File: src/hw/tcmd_pkg.sv
/*
 Package for the compare output and waveform mode decode block.
 Assumes a single 200 MHz clock and a plain register port.
*/
package tcmd_pkg;
   // Register indices
   localparam logic [2:0] ADDR_CTRL_A = 3'h0;
   localparam logic [2:0] ADDR_CTRL_B = 3'h1;
   localparam logic [2:0] ADDR_COUNT = 3'h2;
   localparam logic [2:0] ADDR_CMP_A = 3'h3;
   localparam logic [2:0] ADDR_CMP_B = 3'h4;
   localparam logic [2:0] ADDR_STATUS = 3'h5;
   localparam logic [2:0] ADDR_MASK = 3'h6;
   // Field positions
   localparam int CTRL_A_MODE_HI = 7;
   localparam int CTRL_B_MODE_HI = 5;
   localparam int CTRL_WAVE_LOW_HI = 1;
   localparam int CTRLB_WAVE_HIGH = 3;
   localparam logic [7:0] CTRL_A_WMASK = 8'hF3;
   localparam logic [7:0] CTRL_B_WMASK = 8'h08;
   localparam logic [7:0] CTRL_RESET = 8'h00;
   // Status bits
   localparam int ST_OVF = 0;
   localparam int ST_MATCH_A = 1;
   localparam int ST_MATCH_B = 2;
   localparam logic [2:0] ST_RESET = 3'h0;
   // Counter limits
   localparam logic [7:0] CNT_MAX = 8'hFF;
   localparam logic [7:0] CNT_BOTTOM = 8'h00;
   // Waveform modes
   localparam logic [2:0] WM_NORMAL = 3'h0;
   localparam logic [2:0] WM_PC_FF = 3'h1;
   localparam logic [2:0] WM_CLR_MATCH = 3'h2;
   localparam logic [2:0] WM_FAST_FF = 3'h3;
   localparam logic [2:0] WM_PC_CMP = 3'h5;
   localparam logic [2:0] WM_FAST_CMP = 3'h7;
   // Output mode codes
   localparam logic [1:0] OM_OFF = 2'h0;
   localparam logic [1:0] OM_TOGGLE = 2'h1;
   localparam logic [1:0] OM_CLEAR = 2'h2;
   localparam logic [1:0] OM_SET = 2'h3;
   typedef enum logic [1:0] {FAM_NONPWM, FAM_FAST, FAM_PHASE, FAM_RSVD}
      tcmd_family_t;
endpackage

File: src/hw/tcmd_top.sv
/*
 Timer with two compare channels and output mode decode.
 Assumes synchronous inputs, a timer tick from an outside prescaler,
 and port pin logic that takes the pin drive and enable signals.
*/
// The placing of the registers and the address-and-strobe port were chosen for this implementation.
`timescale 1ns/1ps
module tcmd_top (
   input wire logic MCLK_IN,
   input wire logic RST_IN,
   input wire logic TICK_IN,
   input wire logic [2:0] ADDR_IN,
   input wire logic [7:0] WDATA_IN,
   input wire logic WR_IN,
   input wire logic RD_IN,
   output logic [7:0] RDATA_OUT,
   input wire logic [1:0] PORT_DIR_IN,
   input wire logic [1:0] PORT_DATA_IN,
   output logic [1:0] PIN_OUT,
   output logic [1:0] PIN_OE_OUT,
   output logic IRQ_OUT
);
   import tcmd_pkg::*;

   typedef struct packed {
      logic [7:0] ctrl_a;
      logic wave_high;
      logic [7:0] count;
      logic count_down;
      logic [7:0] cmp_buf_a;
      logic [7:0] cmp_buf_b;
      logic [7:0] cmp_act_a;
      logic [7:0] cmp_act_b;
      logic [1:0] wave;
      logic [2:0] status;
      logic [2:0] mask;
      logic [7:0] rdata;
      logic [1:0] pin;
      logic [1:0] pin_oe;
      logic irq;
   } tcmd_state_t;

   tcmd_state_t r;
   tcmd_state_t next_r;

   // ---------------------------------------------------------------
   // Mode decode
   // ---------------------------------------------------------------
   logic [2:0] wmode;
   tcmd_family_t fam;
   logic [7:0] top;
   logic at_top;
   logic at_bottom;
   logic [1:0][1:0] om;
   logic [1:0][7:0] cmp;
   logic [1:0] match;

   assign wmode = {r.wave_high, r.ctrl_a[CTRL_WAVE_LOW_HI:0]};
   assign om[0] = r.ctrl_a[CTRL_A_MODE_HI -: 2];
   assign om[1] = r.ctrl_a[CTRL_B_MODE_HI -: 2];
   assign cmp[0] = r.cmp_act_a;
   assign cmp[1] = r.cmp_act_b;

   // Family and top source
   always_comb begin
      case (wmode)
         WM_NORMAL, WM_CLR_MATCH: fam = FAM_NONPWM;
         WM_FAST_FF, WM_FAST_CMP: fam = FAM_FAST;
         WM_PC_FF, WM_PC_CMP: fam = FAM_PHASE;
         default: fam = FAM_RSVD;
      endcase
      case (wmode)
         WM_CLR_MATCH, WM_FAST_CMP, WM_PC_CMP: top = r.cmp_act_a;
         default: top = CNT_MAX;
      endcase
   end

   assign at_top = (r.count == top);
   assign at_bottom = (r.count == CNT_BOTTOM);

   // Per channel compare
   genvar gi;
   generate
      for (gi = 0; gi < 2; gi++) begin : g_cmp
         assign match[gi] = TICK_IN && (r.count == cmp[gi]);
      end
   endgenerate

   // ---------------------------------------------------------------
   // Next state
   // ---------------------------------------------------------------
   always_comb begin
      logic upd;
      logic ovf;
      logic [1:0] nw;
      logic [1:0] conn;
      logic [2:0] clr;
      logic [2:0] ev;
      upd = 1'b0;
      ovf = 1'b0;
      nw = r.wave;
      conn = 2'b00;
      clr = 3'b000;
      ev = 3'b000;
      next_r = r;

      // Counter sequencing
      if (TICK_IN) begin
         case (fam)
            FAM_PHASE: begin
               if (!r.count_down && at_top) begin
                  next_r.count_down = 1'b1;
                  next_r.count = r.count - 8'h01;
               end else if (r.count_down && at_bottom) begin
                  next_r.count_down = 1'b0;
                  next_r.count = r.count + 8'h01;
               end else if (r.count_down) begin
                  next_r.count = r.count - 8'h01;
               end else begin
                  next_r.count = r.count + 8'h01;
               end
            end
            default: begin
               next_r.count_down = 1'b0;
               next_r.count = at_top ? CNT_BOTTOM : r.count + 8'h01;
            end
         endcase
         // Buffer update point
         case (wmode)
            WM_NORMAL, WM_CLR_MATCH: upd = 1'b1;
            WM_PC_FF, WM_FAST_FF, WM_PC_CMP: upd = at_top;
            WM_FAST_CMP: upd = at_bottom;
            default: upd = 1'b0;
         endcase
         // Overflow point
         case (wmode)
            WM_NORMAL, WM_CLR_MATCH, WM_FAST_FF:
               ovf = (r.count == CNT_MAX);
            WM_PC_FF, WM_PC_CMP: ovf = at_bottom && r.count_down;
            WM_FAST_CMP: ovf = at_top;
            default: ovf = 1'b0;
         endcase
      end
      if (wmode == WM_NORMAL || wmode == WM_CLR_MATCH) begin
         upd = 1'b1;
      end
      if (upd) begin
         next_r.cmp_act_a = r.cmp_buf_a;
         next_r.cmp_act_b = r.cmp_buf_b;
      end

      // Waveform per channel
      for (int c = 0; c < 2; c++) begin
         conn[c] = (om[c] != OM_OFF);
         case (fam)
            FAM_NONPWM: begin
               if (match[c]) begin
                  case (om[c])
                     OM_TOGGLE: nw[c] = ~r.wave[c];
                     OM_CLEAR: nw[c] = 1'b0;
                     OM_SET: nw[c] = 1'b1;
                     default: nw[c] = r.wave[c];
                  endcase
               end
            end
            FAM_FAST: begin
               if (om[c] == OM_TOGGLE) begin
                  conn[c] = (c == 0) && r.wave_high;
                  if (conn[c] && match[c]) nw[c] = ~r.wave[c];
               end else if (om[c][1]) begin
                  if (TICK_IN && at_top) begin
                     nw[c] = ~om[c][0];
                  end else if (match[c] && cmp[c] != top) begin
                     nw[c] = om[c][0];
                  end
               end
            end
            FAM_PHASE: begin
               if (om[c] == OM_TOGGLE) begin
                  conn[c] = (c == 0) && r.wave_high;
                  if (conn[c] && match[c]) nw[c] = ~r.wave[c];
               end else if (om[c][1]) begin
                  if (cmp[c] == top) begin
                     // Level at top matches a down-count match result
                     if (TICK_IN && at_top) begin
                        nw[c] = ~om[c][0];
                     end
                  end else if (match[c]) begin
                     // Up clears for 10, down sets; 11 inverted
                     nw[c] = om[c][0] ^ r.count_down;
                  end
               end
            end
            default: nw[c] = r.wave[c];
         endcase
      end
      next_r.wave = nw;

      // Register writes
      if (WR_IN) begin
         case (ADDR_IN)
            ADDR_CTRL_A:
               next_r.ctrl_a = WDATA_IN & CTRL_A_WMASK;
            ADDR_CTRL_B: next_r.wave_high = WDATA_IN[CTRLB_WAVE_HIGH];
            ADDR_COUNT: next_r.count = WDATA_IN;
            ADDR_CMP_A: next_r.cmp_buf_a = WDATA_IN;
            ADDR_CMP_B: next_r.cmp_buf_b = WDATA_IN;
            ADDR_STATUS: clr = WDATA_IN[2:0];
            ADDR_MASK: next_r.mask = WDATA_IN[2:0];
            default: ;
         endcase
      end

      // Sticky events, set wins over clear
      ev[ST_OVF] = ovf;
      ev[ST_MATCH_A] = match[0];
      ev[ST_MATCH_B] = match[1];
      next_r.status = (r.status & ~clr) | ev;

      // Read data, one cycle later
      next_r.rdata = 8'h00;
      if (RD_IN) begin
         case (ADDR_IN)
            ADDR_CTRL_A: next_r.rdata = r.ctrl_a & CTRL_A_WMASK;
            ADDR_CTRL_B:
               next_r.rdata = {4'h0, r.wave_high, 3'h0} & CTRL_B_WMASK;
            ADDR_COUNT: next_r.rdata = r.count;
            ADDR_CMP_A: next_r.rdata = r.cmp_buf_a;
            ADDR_CMP_B: next_r.rdata = r.cmp_buf_b;
            ADDR_STATUS: next_r.rdata = {5'h00, r.status};
            ADDR_MASK: next_r.rdata = {5'h00, r.mask};
            default: next_r.rdata = 8'h00;
         endcase
      end

      // Pin muxing and driver enable
      for (int c = 0; c < 2; c++) begin
         next_r.pin[c] = conn[c] ? nw[c] : PORT_DATA_IN[c];
         next_r.pin_oe[c] = PORT_DIR_IN[c];
      end
      next_r.irq = |(next_r.status & next_r.mask);
   end

   // State register
   always_ff @(posedge MCLK_IN) begin
      if (RST_IN) begin
         r <= '0;
         r.ctrl_a <= CTRL_RESET;
         r.status <= ST_RESET;
      end else begin
         r <= next_r;
      end
   end

   assign RDATA_OUT = r.rdata;
   assign PIN_OUT = r.pin;
   assign PIN_OE_OUT = r.pin_oe;
   assign IRQ_OUT = r.irq;
endmodule

File: config.mk
export PLATFORM = sky130hd
export DESIGN_NAME = tcmd_top
export DESIGN_NICKNAME = d
export VERILOG_FILES = /design/src/hw/tcmd_pkg.sv /design/src/hw/tcmd_top.sv
export SDC_FILE = /design/constraint.sdc
export NUM_CORES = 1
export LEC_CHECK = 0
export ABC_AREA = 1
export ABC_CLOCK_PERIOD_IN_PS = 2000
export BUFFER_PORTS_ARGS = -buffer_cell sky130_fd_sc_hd__buf_2
export CORE_MARGIN = 8
export CORE_UTILIZATION = 55
export CTS_CLUSTER_SIZE = 40
export DETAILED_ROUTE_END_ITERATION = 6
export GPL_TIMING_DRIVEN = 0
export MAX_ROUTING_LAYER = met4
export PLACE_DENSITY = 0.84
export SLEW_MARGIN = 20
export SYNTH_ARGS = -nofsm -noshare
export SYNTH_HDL_FRONTEND = slang
export SYNTH_SLANG_ARGS = --single-unit
File: constraint.sdc
create_clock -name MCLK_IN -period 2 [get_ports MCLK_IN]
set_input_delay 0.1 -clock MCLK_IN [delete_from_list [all_inputs] [get_ports MCLK_IN]]
set_output_delay 0.1 -clock MCLK_IN [all_outputs]
set_load 0.01 [all_outputs]
== Yosys cells after proc, flatten, opt, wreduce, memory -nomap -nowiden ==
Cells that the tools add are included.
Storage, ports and cells
  register bits: 69
  logic and storage cells: 138
  bits of input ports: 20
  output and inout port bits: 13
Operators by class
  reductions and logical operators: 30
  multiplexer cells: 52
  equal/unequal tests: 28
  add/sub/neg operators: 2
  bitwise gates (word level): 11
Operator list (number)
  8-bit case mux with 7 select lines: 1
  8-bit two-way mux: 6
  8-bit equality test: 5
  1-bit two-way mux: 31
  9-bit two-way mux: 3
  1-bit case mux with 3 select lines: 6
  8-bit != test: 2
  3-bit equality test, second input constant: 5
  3-bit by 2-bit equality test with 1-bit output, second input constant: 4
  3-bit two-way mux: 4
  3-bit OR reduction: 4
  2-bit equality test, second input constant: 5
  2-bit AND reduction: 5
  2-bit OR reduction: 5
  8-bit by 1-bit adder with 8-bit output, second input constant: 1
  8-bit equality test, second input constant: 1
  1-bit logical AND: 8
  8-bit logical NOT: 1
  8-bit by 1-bit subtractor with 8-bit output, second input constant: 1
  3-bit bitwise AND: 2
  2-bit by 1-bit equality test with 1-bit output, second input constant: 3
  3-bit by 1-bit equality test with 1-bit output, second input constant: 2
  3-bit logical NOT: 2
  2-bit case mux with 3 select lines: 1
  other kinds (9): 15

== Depth between registers and ports, before layout ==
Gate-level depths: netlist of the first run.
  depth after elaboration: 11
  depth in mapped cells: 21
  mapped depth without buffers: 21

== Worst setup path after synthesis of the first run ==
No wires, ideal clock.
  path type: reg2reg
  start: reg r[55] (netlist name)
  end: reg r[55] (netlist name)
  path buffers: 0
  data required time: 1867 ps
  path slack: 19 ps
  setup time: 133 ps
  cell stages (with the launch flop): 15
  clock period less this slack: 1981 ps
  arrival time: 1847 ps
  cell sequence: dfxtp_1 > inv_1 > ha_1 > inv_1 > nor2_1 > nand3_1 > nor3_1 > inv_1 > nand2_1 > nand2_4 > nand2_4 > clkinv_4 > or2_2 > nand3_1 > a31oi_1
On the way
  cells in the longest elaborated chain, start to end: 8
  elaborated cells on any way between the ends: 14
  classes of those cells: 2 x add/sub; 1 x eq/ne; 8 x mux; 3 x reduce/logical
Ends and longest elaborated chain
  start: declaration: line tcmd_top.sv:43  | tcmd_state_t r;
  start signal: assignment: line tcmd_top.sv:251  | r <= next_r;
  8-bit by 1-bit adder with 8-bit output, or another cell as far along: line tcmd_top.sv:116, tcmd_top.sv:120, tcmd_top.sv:125
  8-bit two-way mux or 1-bit logical AND (tied branches): line tcmd_top.sv:117, tcmd_top.sv:114
  8-bit two-way mux: line tcmd_top.sv:114  | end else if (r.count_down && at_bottom) begin
  9-bit two-way mux: line tcmd_top.sv:111  | if (!r.count_down && at_top) begin
  9-bit two-way mux: line tcmd_top.sv:109  | case (fam)
  9-bit two-way mux (*): line tcmd_top.sv:108  | if (TICK_IN) begin
  8-bit two-way mux: line tcmd_top.sv:201  | case (ADDR_IN)
  8-bit two-way mux (*): line tcmd_top.sv:200  | if (WR_IN) begin
Every way passes the cells marked *; elsewhere a longest branch is shown, timed or not.
A chain may end at the register's enable or synchronous reset.

== Worst setup path after layout of the first run ==
  start: reg r[63] (netlist name)
  end: reg r (netlist bit PIN_OUT[0])
On the way
  cells in the longest elaborated chain, start to end: 11
  elaborated cells on any way between the ends: 32
  classes of those cells: 10 x eq/ne; 13 x mux; 9 x reduce/logical
Ends and longest elaborated chain
  3-bit by 2-bit equality test with 1-bit output or 3-bit equality test (tied branches): line tcmd_top.sv:66, tcmd_top.sv:72
  3-bit OR reduction: line tcmd_top.sv:72  | case (wmode)
  8-bit two-way mux: line tcmd_top.sv:72
  8-bit equality test or 8-bit != test (tied branches): line tcmd_top.sv:78, tcmd_top.sv:173
  1-bit logical AND (on tied branches): line tcmd_top.sv:171, tcmd_top.sv:185, tcmd_top.sv:173
  1-bit two-way mux (on tied branches): line tcmd_top.sv:185, tcmd_top.sv:173
  1-bit two-way mux (on tied branches): line tcmd_top.sv:183, tcmd_top.sv:171
  1-bit two-way mux (on tied branches): line tcmd_top.sv:182, tcmd_top.sv:170
  1-bit two-way mux (on tied branches): line tcmd_top.sv:179, tcmd_top.sv:167
  1-bit case mux with 3 select lines: line tcmd_top.sv:155  | case (fam)
  1-bit two-way mux (*): line tcmd_top.sv:238  | next_r.pin[c] = conn[c] ? nw[c] : PORT_DATA_IN[c];
Marks and branches as above.

==> results of run 1 <==
cell families after synthesis:
group,count (synthesis),synth area share [%]
AO/OA/AOI/OAI,148,20.1
XOR/XNOR,21,4.39
adder cells (fa/ha/maj),6,1.79
buffers and inverters,109,11.8
flip-flops,69,33.0
multiplexers,3,0.807
AND/OR/NAND/NOR,260,28.0
layout make-up:
| type | instances | area (µm²) |
|---|---|---|
| Multi-Input combinational cell | 438 | 2590 |
| Fill cell | 566 | 2050 |
| Sequential cell | 69 | 1400 |
| Timing Repair Buffer | 85 | 653 |
| Inverter | 73 | 319 |
| Buffer | 35 | 251 |
| Tap cell | 102 | 128 |
| Clock buffer | 9 | 124 |
| Clock inverter | 7 | 50.0 |
| Timing Repair inverter | 1 | 6.26 |
through the flow:
stage | util [%] | setup slack, ns
2_1_floorplan | - | 0.0194
5_1_grt | 72.9 | -0.348
6_report | 72.9 | -0.244
3_5_place_dp | 59.0 | -0.635
3_3_place_gp | 59.0 | -0.582
4_1_cts | 68.4 | -0.156
tightest hold or removal path: cells and delay by family:
| family | cells | cell delay (ns) |
|---|---|---|
| AOI/OAI and AO/OA | 2 | 0.20 |
| buffers and inverters | 1 | 0.08 |
cells in the final DEF, fill, tap and decap left out, types with 10 or more instances in the layout:
cell type,instances
sky130_fd_sc_hd__nand2_1,105
sky130_fd_sc_hd__dfxtp_1,60
sky130_fd_sc_hd__buf_4,57
sky130_fd_sc_hd__inv_1,55
sky130_fd_sc_hd__nor2_1,52
sky130_fd_sc_hd__a21oi_1,45
sky130_fd_sc_hd__o21ai_0,42
sky130_fd_sc_hd__buf_2,30
sky130_fd_sc_hd__nand3_1,27
sky130_fd_sc_hd__nand2_2,17
sky130_fd_sc_hd__nand4_1,17
sky130_fd_sc_hd__xor2_1,16
sky130_fd_sc_hd__clkbuf_1,12
sky130_fd_sc_hd__a31oi_1,11
sky130_fd_sc_hd__buf_6,10
sky130_fd_sc_hd__o21ai_2,10
sky130_fd_sc_hd__o21ai_1,10
timing repair:
action | 4_1_cts | 5_1_grt
endpoints found under the hold margin | 2 | 0
endpoints found under the setup margin | 31 | 30
setup buffers | 32 | 18
pin swaps | 16 | 23
hold buffers | 2 | 0
cloned | 2 | 2
resized for setup | 83 | 52
cells in the mapped netlist (4+ instances only):
master | number | area (µm²)
sky130_fd_sc_hd__buf_2 | 5 | 25.0
sky130_fd_sc_hd__nand4_1 | 17 | 106
sky130_fd_sc_hd__inv_2 | 4 | 15.0
sky130_fd_sc_hd__clkbuf_1 | 13 | 48.8
sky130_fd_sc_hd__buf_4 | 15 | 113
sky130_fd_sc_hd__nor2_1 | 59 | 221
sky130_fd_sc_hd__a21oi_1 | 45 | 225
sky130_fd_sc_hd__o22ai_1 | 9 | 56.3
sky130_fd_sc_hd__xor2_1 | 17 | 149
sky130_fd_sc_hd__nand2_2 | 6 | 37.5
sky130_fd_sc_hd__o21ai_0 | 60 | 300
sky130_fd_sc_hd__nand2_1 | 121 | 454
sky130_fd_sc_hd__a31oi_1 | 11 | 68.8
sky130_fd_sc_hd__nand3_2 | 4 | 40.0
sky130_fd_sc_hd__ha_1 | 6 | 75.1
sky130_fd_sc_hd__xnor2_1 | 4 | 35.0
sky130_fd_sc_hd__nand3_1 | 32 | 160
sky130_fd_sc_hd__inv_1 | 65 | 244
sky130_fd_sc_hd__nor3_1 | 6 | 30.0
sky130_fd_sc_hd__dfxtp_1 | 69 | 1380
sky130_fd_sc_hd__a221oi_1 | 7 | 61.3
sky130_fd_sc_hd__nand2_4 | 4 | 45.0
registers in the layout, summed over array words and instances, names as in the netlist:
signal / cells
cmp: 16
PIN_OUT: 2
PIN_OE_OUT: 2
IRQ_OUT: 1
om: 4
r: 36
RDATA_OUT: 8
power groups by stage:
stage | registers [W] | logic (W) | clock network (W)
after global routing | 0.00149 | 0.000867 | 0.00109
after global placement | 0.00151 | 0.000571 | 0
after detailed placement | 0.00151 | 0.000587 | 0
after floorplan | 0.00149 | 0.000424 | 0
after CTS | 0.00148 | 0.000698 | 0.00102
final | 0.00149 | 0.000813 | 0.00102
path summary, 6_finish.rpt:
| kind | depth (start not counted) | endpoint | startpoint | slack (ns) |
|---|---|---|---|---|
| worst max-delay path | 22 | PIN_OUT[0]$_SDFF_PP0_ | r[63]$_SDFFE_PP0P_ | -0.24 |
| worst min-delay path | 3 | PIN_OUT[1]$_SDFF_PP0_ | PORT_DATA_IN[1] | 0.06 |
| worst max register to register | 22 | PIN_OUT[0]$_SDFF_PP0_ | r[63]$_SDFFE_PP0P_ | -0.24 |
| worst min register to register | 2 | r[42]$_SDFFE_PP0P_ | r[42]$_SDFFE_PP0P_ | 0.49 |
metal layers:
layer / up-vias / wire length, µm / track usage [%]
met3: 83 / 1840 / 5.56
met1: 2321 / 5700 / 34.9
met4: 0 / 820 / 16.8
met5: - / 0 / -
met2: 364 / 7260 / 46.0
li1: 2249 / - / -
==> impl_metrics.sql, run 1 <==
INSERT INTO impl_metrics (metric_group, metric, value, unit) VALUES
('floorplan', 'floorplan_core_area', '7570', 'µm²'),
('final_layout', 'final_area', '5520', 'µm²'),
('floorplan', 'floorplan.initialDensity', '55.3', '%'),
('worst_setup_path', 'critical_path.max_stage_delay', '0.34', 'ns'),
('power', 'internal_power_component', '0.00220', 'W'),
('sta', 'achievable-frequency', '446', 'MHz'),
('cts', 'cts_tree', 'yes', ''),
('placement', 'port_buffers', '30', ''),
('cts', 'latest_clock_arrival_within_the_worst_skew_pair', '0.35', 'ns'),
('synth', 'synth.net_count', '642', ''),
('cts', 'clk_pin_slew', '0.08', 'ns'),
('routing', 'route.antenna.remaining_nets', '0', ''),
('power', 'power_frac_clock', '30.8', '%'),
('cts', 'clkSinkCount', '69', ''),
('routing', 'first_pass_drt_iterations', '6', ''),
('routing', 'detail_route.vias_per_cell', '6.13', ''),
('floorplan', 'fp.dieArea', '10700', 'µm²'),
('synth', 'synth_seq_area_share', '33.0', '%'),
('synth', 'ys_async_sr_fraction', '0', '%'),
('placement', 'place_inst', '748', ''),
('placement', 'dpl-instance-area', '4460', 'µm²'),
('routing', 'routed_wire_length_per_instance', '19.1', 'µm'),
('sta', 'setup_viol', '30', ''),
('final_layout', 'final_net_count', '738', ''),
('worst_setup_path', 'worst_path_max_delay_cell', 'sky130_fd_sc_hd__dfxtp_2', ''),
('sta', 'final.hold.worst_slack', '0.0644', 'ns'),
('power', 'comb_power_share', '24.5', '%'),
('routing', 'num_vias', '5017', ''),
('final_layout', 'insertedDiodeCount', '0', ''),
('power', 'power.share.switching', '33.9', '%'),
('synth', 'synth.yosys.warnings', '0', ''),
('routing', 'wirelength', '15600', 'µm'),
('worst_setup_path', 'startpoint_type', 'flip-flop', ''),
('sta', 'timing.final.crit_period', '2.24', 'ns'),
('worst_setup_path', 'endpoint_kind', 'flip-flop', ''),
('worst_setup_path', 'critical_path_required', '2.24', 'ns'),
('floorplan', 'std_cell_rows', '32', ''),
('final_layout', 'stdcell_count', '819', ''),
('synth', 'synth_ff_type', 'sky130_fd_sc_hd__dfxtp_1', ''),
('run_status', 'failed_checks', 'negative setup slack', ''),
('sta', 'fin_setup_tns', '-4.91', 'ns'),
('power', 'vdd.ir_drop.worst', '0.561', 'mV'),
('global_route', 'global_route.overflow_total', '0', ''),
('run', 'cap_violations', '0', ''),
('routing', 'drcViolationCount', '0', ''),
('hold_path', 'holdCritPathClass', 'input pin to flip-flop', ''),
('cts', 'cts_max_level', '3', ''),
('sta', 'final.period_utilization', '112', '%'),
('global_route', 'globalRouteTotalUtil', '29.4', '%'),
('synth', 'postSynthRegisterBits', '69', ''),
('synth', 'post_synthesis_cells', '616', ''),
('sta', 'max-slew-margin-rel', '55.5', '%'),
('global_route', 'vias_in_the_first_global_route', '4619', ''),
('worst_setup_path', 'crit_top_cell', 'sky130_fd_sc_hd__nand2_1', ''),
('cts', 'cts_buffer_count', '9', ''),
('worst_setup_path', 'path_cells', 'inv_4 > nand2_4 > nand2_8 > buf_8 > nand3_4 > nand2_1 > nand2_1 > nor2_1 > nand2_1 > nor2_4 > buf_6 > nand3_2 > nand2_1 > nand2_1 > nand2_1 > nand2_1 > nand2_1 > nand2_1 > nand2_1 > nand2_1 > nand2_1 > a21oi_1', ''),
('routing', 'detailedRoute.firstIterationViolations', '650', ''),
('placement', 'place_hpwl', '10300', 'µm'),
('global_route', 'antenna_found_initial', '0', ''),
('power', 'power_frac_seq', '44.7', '%'),
('sta', 'final.setup.worst_slack', '-0.244', 'ns'),
('floorplan', 'die_width', '103', 'µm'),
('final_layout', 'layout-area-overhead-vs-synth', '31.8', '%'),
('synth', 'post_synth_num_cell_types', '45', ''),
('final_layout', 'final_layout_size_suffix_gt1_share', '31.0', '%'),
('placement', 'gp_congestion', '0.965', ''),
('sta', 'tightestPinTransition', '0.663', 'ns'),
('power', 'power_total', '0.00332', 'W'),
('global_route', 'grt_pass1_wl', '23000', 'µm'),
('synth', 'synth_area', '4190', 'µm²'),
('run_status', 'run_status', 'finished with violations', '');
(Power assumes the default switching activity.)
==> inputs of run 2 (changes only) <==
--- a/config.mk
+++ b/config.mk
@@ -15,6 +15,8 @@
 export GPL_TIMING_DRIVEN = 0
 export MAX_ROUTING_LAYER = met4
 export PLACE_DENSITY = 0.84
+export SKIP_CTS_REPAIR_TIMING = 1
+export SKIP_LAST_GASP = 1
 export SLEW_MARGIN = 20
 export SYNTH_ARGS = -nofsm -noshare
 export SYNTH_HDL_FRONTEND = slang
==> run 2 against run 1 <==
  * The run still ends with negative setup slack left
  * Flip-flop and latch count unchanged
  * Clock skew about the same
  * Die area unchanged
  * Sequential share of layout area up 0.13 points
  * Setup slack worse by 0.025 ns
  * Largest cell class unchanged
  * Sequential power about the same
  * Routed wire length down 2.7%
==> impl_metrics.sql, run 2 (synthesized netlist as in run 1, its figures left out) <==
INSERT INTO impl_metrics (metric_group, metric, value, unit) VALUES
('sta', 'finalMaxSlewViolations', '0', ''),
('sta', 'fin_setup_tns', '-4.93', 'ns'),
('routing', 'routed_wire_length_per_instance', '18.7', 'µm'),
('global_route', 'antenna_found_initial', '0', ''),
('floorplan', 'fp.dieArea', '10700', 'µm²'),
('global_route', 'grt_start_max_net_pins', '14', ''),
('final_layout', 'largest_register', 'r', ''),
('sta', 'final.hold.worst_slack', '0.0238', 'ns'),
('cts', 'latest_clock_arrival_within_the_worst_skew_pair', '0.35', 'ns'),
('sta', 'final.setup.worst_slack', '-0.269', 'ns'),
('sta', 'max-slew-margin-rel', '55.9', '%'),
('worst_setup_path', 'crit_path_max_fanout', '7', ''),
('placement', 'dpl-instance-area', '4460', 'µm²'),
('run_status', 'failed_checks', 'negative setup slack', ''),
('floorplan', 'std_cell_rows', '32', ''),
('sta', 'achievable-frequency', '441', 'MHz'),
('final_layout', 'final_area', '5510', 'µm²'),
('sta', 'fin_worst_skew', '0.0114', 'ns'),
('floorplan', 'die_width', '103', 'µm'),
('placement', 'port_buffers', '30', ''),
('cts', 'cts_buffer_count', '9', ''),
('cts', 'clkSinkCount', '69', ''),
('sta', 'final.period_utilization', '113', '%'),
('cts', 'ctsLongestPathBuffers', '2', ''),
('run', 'cap_violations', '0', ''),
('hold_path', 'hold_path_depth', '3', ''),
('routing', 'num_vias', '4902', ''),
('power', 'leakage', '2.31', 'nW'),
('power', 'power_total', '0.00333', 'W'),
('floorplan', 'floorplan.initialDensity', '55.3', '%'),
('cts', 'cts_max_level', '3', ''),
('placement', 'gp_congestion', '0.965', ''),
('final_layout', 'final_net_count', '731', ''),
('sta', 'timing.final.crit_period', '2.27', 'ns'),
('cts', 'cts-root-buf', 'sky130_fd_sc_hd__clkbuf_8', ''),
('final_layout', 'layout-area-overhead-vs-synth', '31.7', '%'),
('final_layout', 'most_common_library_cell_in_the_layout_ignoring_fill_and_taps', 'sky130_fd_sc_hd__nand2_1', ''),
('final_layout', 'largest_register_ff_count', '36', ''),
('placement', 'place_hpwl', '10300', 'µm'),
('sta', 'setup_viol', '30', ''),
('power', 'vdd.ir_drop.worst', '0.563', 'mV'),
('global_route', 'vias_in_the_first_global_route', '4218', ''),
('routing', 'first_pass_drt_iterations', '6', ''),
('sta', 'tightestPinTransition', '0.658', 'ns'),
('worst_setup_path', 'timing_worst_setup_path_type', 'flip-flop to flip-flop', ''),
('cts', 'cts_tree', 'yes', ''),
('cts', 'clk_pin_slew', '0.08', 'ns'),
('final_layout', 'n_fill_cell', '548', ''),
('worst_setup_path', 'timing.critical_path.arrival', '2.49', 'ns'),
('worst_setup_path', 'worstRegToRegCells', '18', ''),
('worst_setup_path', 'startpoint_type', 'flip-flop', ''),
('final_layout', 'layout.cells.most_common_list', 'sky130_fd_sc_hd__nand2_1, sky130_fd_sc_hd__dfxtp_1, sky130_fd_sc_hd__inv_1, sky130_fd_sc_hd__buf_4, sky130_fd_sc_hd__nor2_1', ''),
('worst_setup_path', 'regToRegEndpoint', 'r[61]$_SDFF_PP0_', ''),
('final_layout', 'insertedDiodeCount', '0', ''),
('routing', 'wirelength', '15200', 'µm'),
('global_route', 'grt_pass1_wl', '20900', 'µm'),
('routing', 'drcViolationCount', '0', ''),
('worst_setup_path', 'reg2reg_setup_slack', '-0.27', 'ns'),
('floorplan', 'floorplan_core_area', '7570', 'µm²'),
('hold_path', 'holdCritPathClass', 'input pin to flip-flop', ''),
('sta', 'rsz0062_at_grt', 'yes', ''),
('final_layout', 'final_layout_size_suffix_gt1_share', '32.0', '%'),
('run_status', 'run_status', 'finished with violations', ''),
('routing', 'detailedRoute.firstIterationViolations', '725', ''),
('worst_setup_path', 'critical_path_required', '2.22', 'ns'),
('routing', 'detail_route.vias_per_cell', '6.04', ''),
('floorplan', 'number_of_top_level_pins', '33', ''),
('hold_path', 'worst_hold_startpoint', 'PORT_DATA_IN[0]', ''),
('worst_setup_path', 'launching_point_of_the_worst_reg2reg_path', 'r[62]$_SDFFE_PP0P_', ''),
('floorplan', 'die_h', '103', 'µm'),
('power', 'power_density', '604', 'nW/µm²'),
('sta', 'number_of_hold_violations_in_the_final_report', '0', ''),
('global_route', 'global_route.overflow_total', '0', ''),
('worst_setup_path', 'endpoint_kind', 'flip-flop', ''),
('global_route', 'globalRouteTotalUtil', '26.8', '%'),
('routing', 'route.antenna.remaining_nets', '0', ''),
('hold_path', 'hold_end', 'PIN_OUT[0]$_SDFF_PP0_', '');
run 2: cell count changes in the layout (fill, tap and decap cells not counted), sizes merged:
cell and change:
buf -8, clkinvlp +3, inv -3, clkbuf +1
run 2: worst max-delay path by stage:
stage	start	end	slack (ns)	cells past startpoint
3_3_place_gp	r[54]$_SDFF_PP0_	PIN_OUT[1]$_SDFF_PP0_	-0.58	12
6_report	r[62]$_SDFFE_PP0P_	r[61]$_SDFF_PP0_	-0.27	18
2_1_floorplan	r[55]$_SDFF_PP0_	r[55]$_SDFF_PP0_	0.02	14
3_5_place_dp	r[54]$_SDFF_PP0_	cmp[2]$_SDFFE_PP0P_	-0.63	13
4_1_cts	r[54]$_SDFF_PP0_	cmp[2]$_SDFFE_PP0P_	-0.70	13
5_1_grt	r[62]$_SDFFE_PP0P_	r[60]$_SDFF_PP0_	-0.38	20
run 2: layer usage:
layer,vias up,track usage (%),share of wire [%]
li1,2229,-,-
met1,2259,32.6,38
met2,329,42.3,47
met3,85,4.42,10
met4,0,12.8,4.8
met5,-,-,0
run 2: report_power, final:
group,switching [W],total (W),internal (W)
Sequential,0.0000574,0.00149,0.00143
Combinational,0.000502,0.000818,0.000316
Clock,0.000569,0.00102,0.000453
Total,0.00113,0.00333,0.00220
run 2: critical path: stages, from the launching register on:
cell and delay, ns:
sky130_fd_sc_hd__dfxtp_2 0.34, sky130_fd_sc_hd__buf_8 0.15, sky130_fd_sc_hd__clkinv_8 0.08, sky130_fd_sc_hd__nand2_8 0.09, sky130_fd_sc_hd__buf_8 0.13, sky130_fd_sc_hd__nand3_4 0.07, sky130_fd_sc_hd__nand2_2 0.08, sky130_fd_sc_hd__nand2_1 0.05
sky130_fd_sc_hd__nor2_1 0.10, sky130_fd_sc_hd__nand2_1 0.10, sky130_fd_sc_hd__nor2_4 0.17, sky130_fd_sc_hd__nand2_2 0.10, sky130_fd_sc_hd__nand2_4 0.11, sky130_fd_sc_hd__nand2_8 0.08, sky130_fd_sc_hd__nand2_2 0.07, sky130_fd_sc_hd__o21ai_2 0.06
sky130_fd_sc_hd__or2_1 0.22, sky130_fd_sc_hd__nand3_1 0.08, sky130_fd_sc_hd__a31oi_1 0.07
run 2: final cells by class:
cell class	instances	area (µm²)	area share (%)
tap	102	128	2.32
clock inverter	7	50.0	0.908
timing repair inverter	1	7.51	0.136
multi-input combinational	438	2670	48.5
clock buffer	9	124	2.25
buffer	35	251	4.56
sequential	69	1400	25.5
timing repair buffer	78	548	9.95
inverter	73	329	5.97
run 2: through the flow:
step | instances | setup slack [ns] | utilization, %
5_1_grt | 812 | -0.384 | 72.8
3_5_place_dp | 748 | -0.635 | 59.0
4_1_cts | 764 | -0.703 | 61.3
3_3_place_gp | 748 | -0.582 | 59.0
2_1_floorplan | 616 | 0.0194 | -
6_report | 812 | -0.269 | 72.8
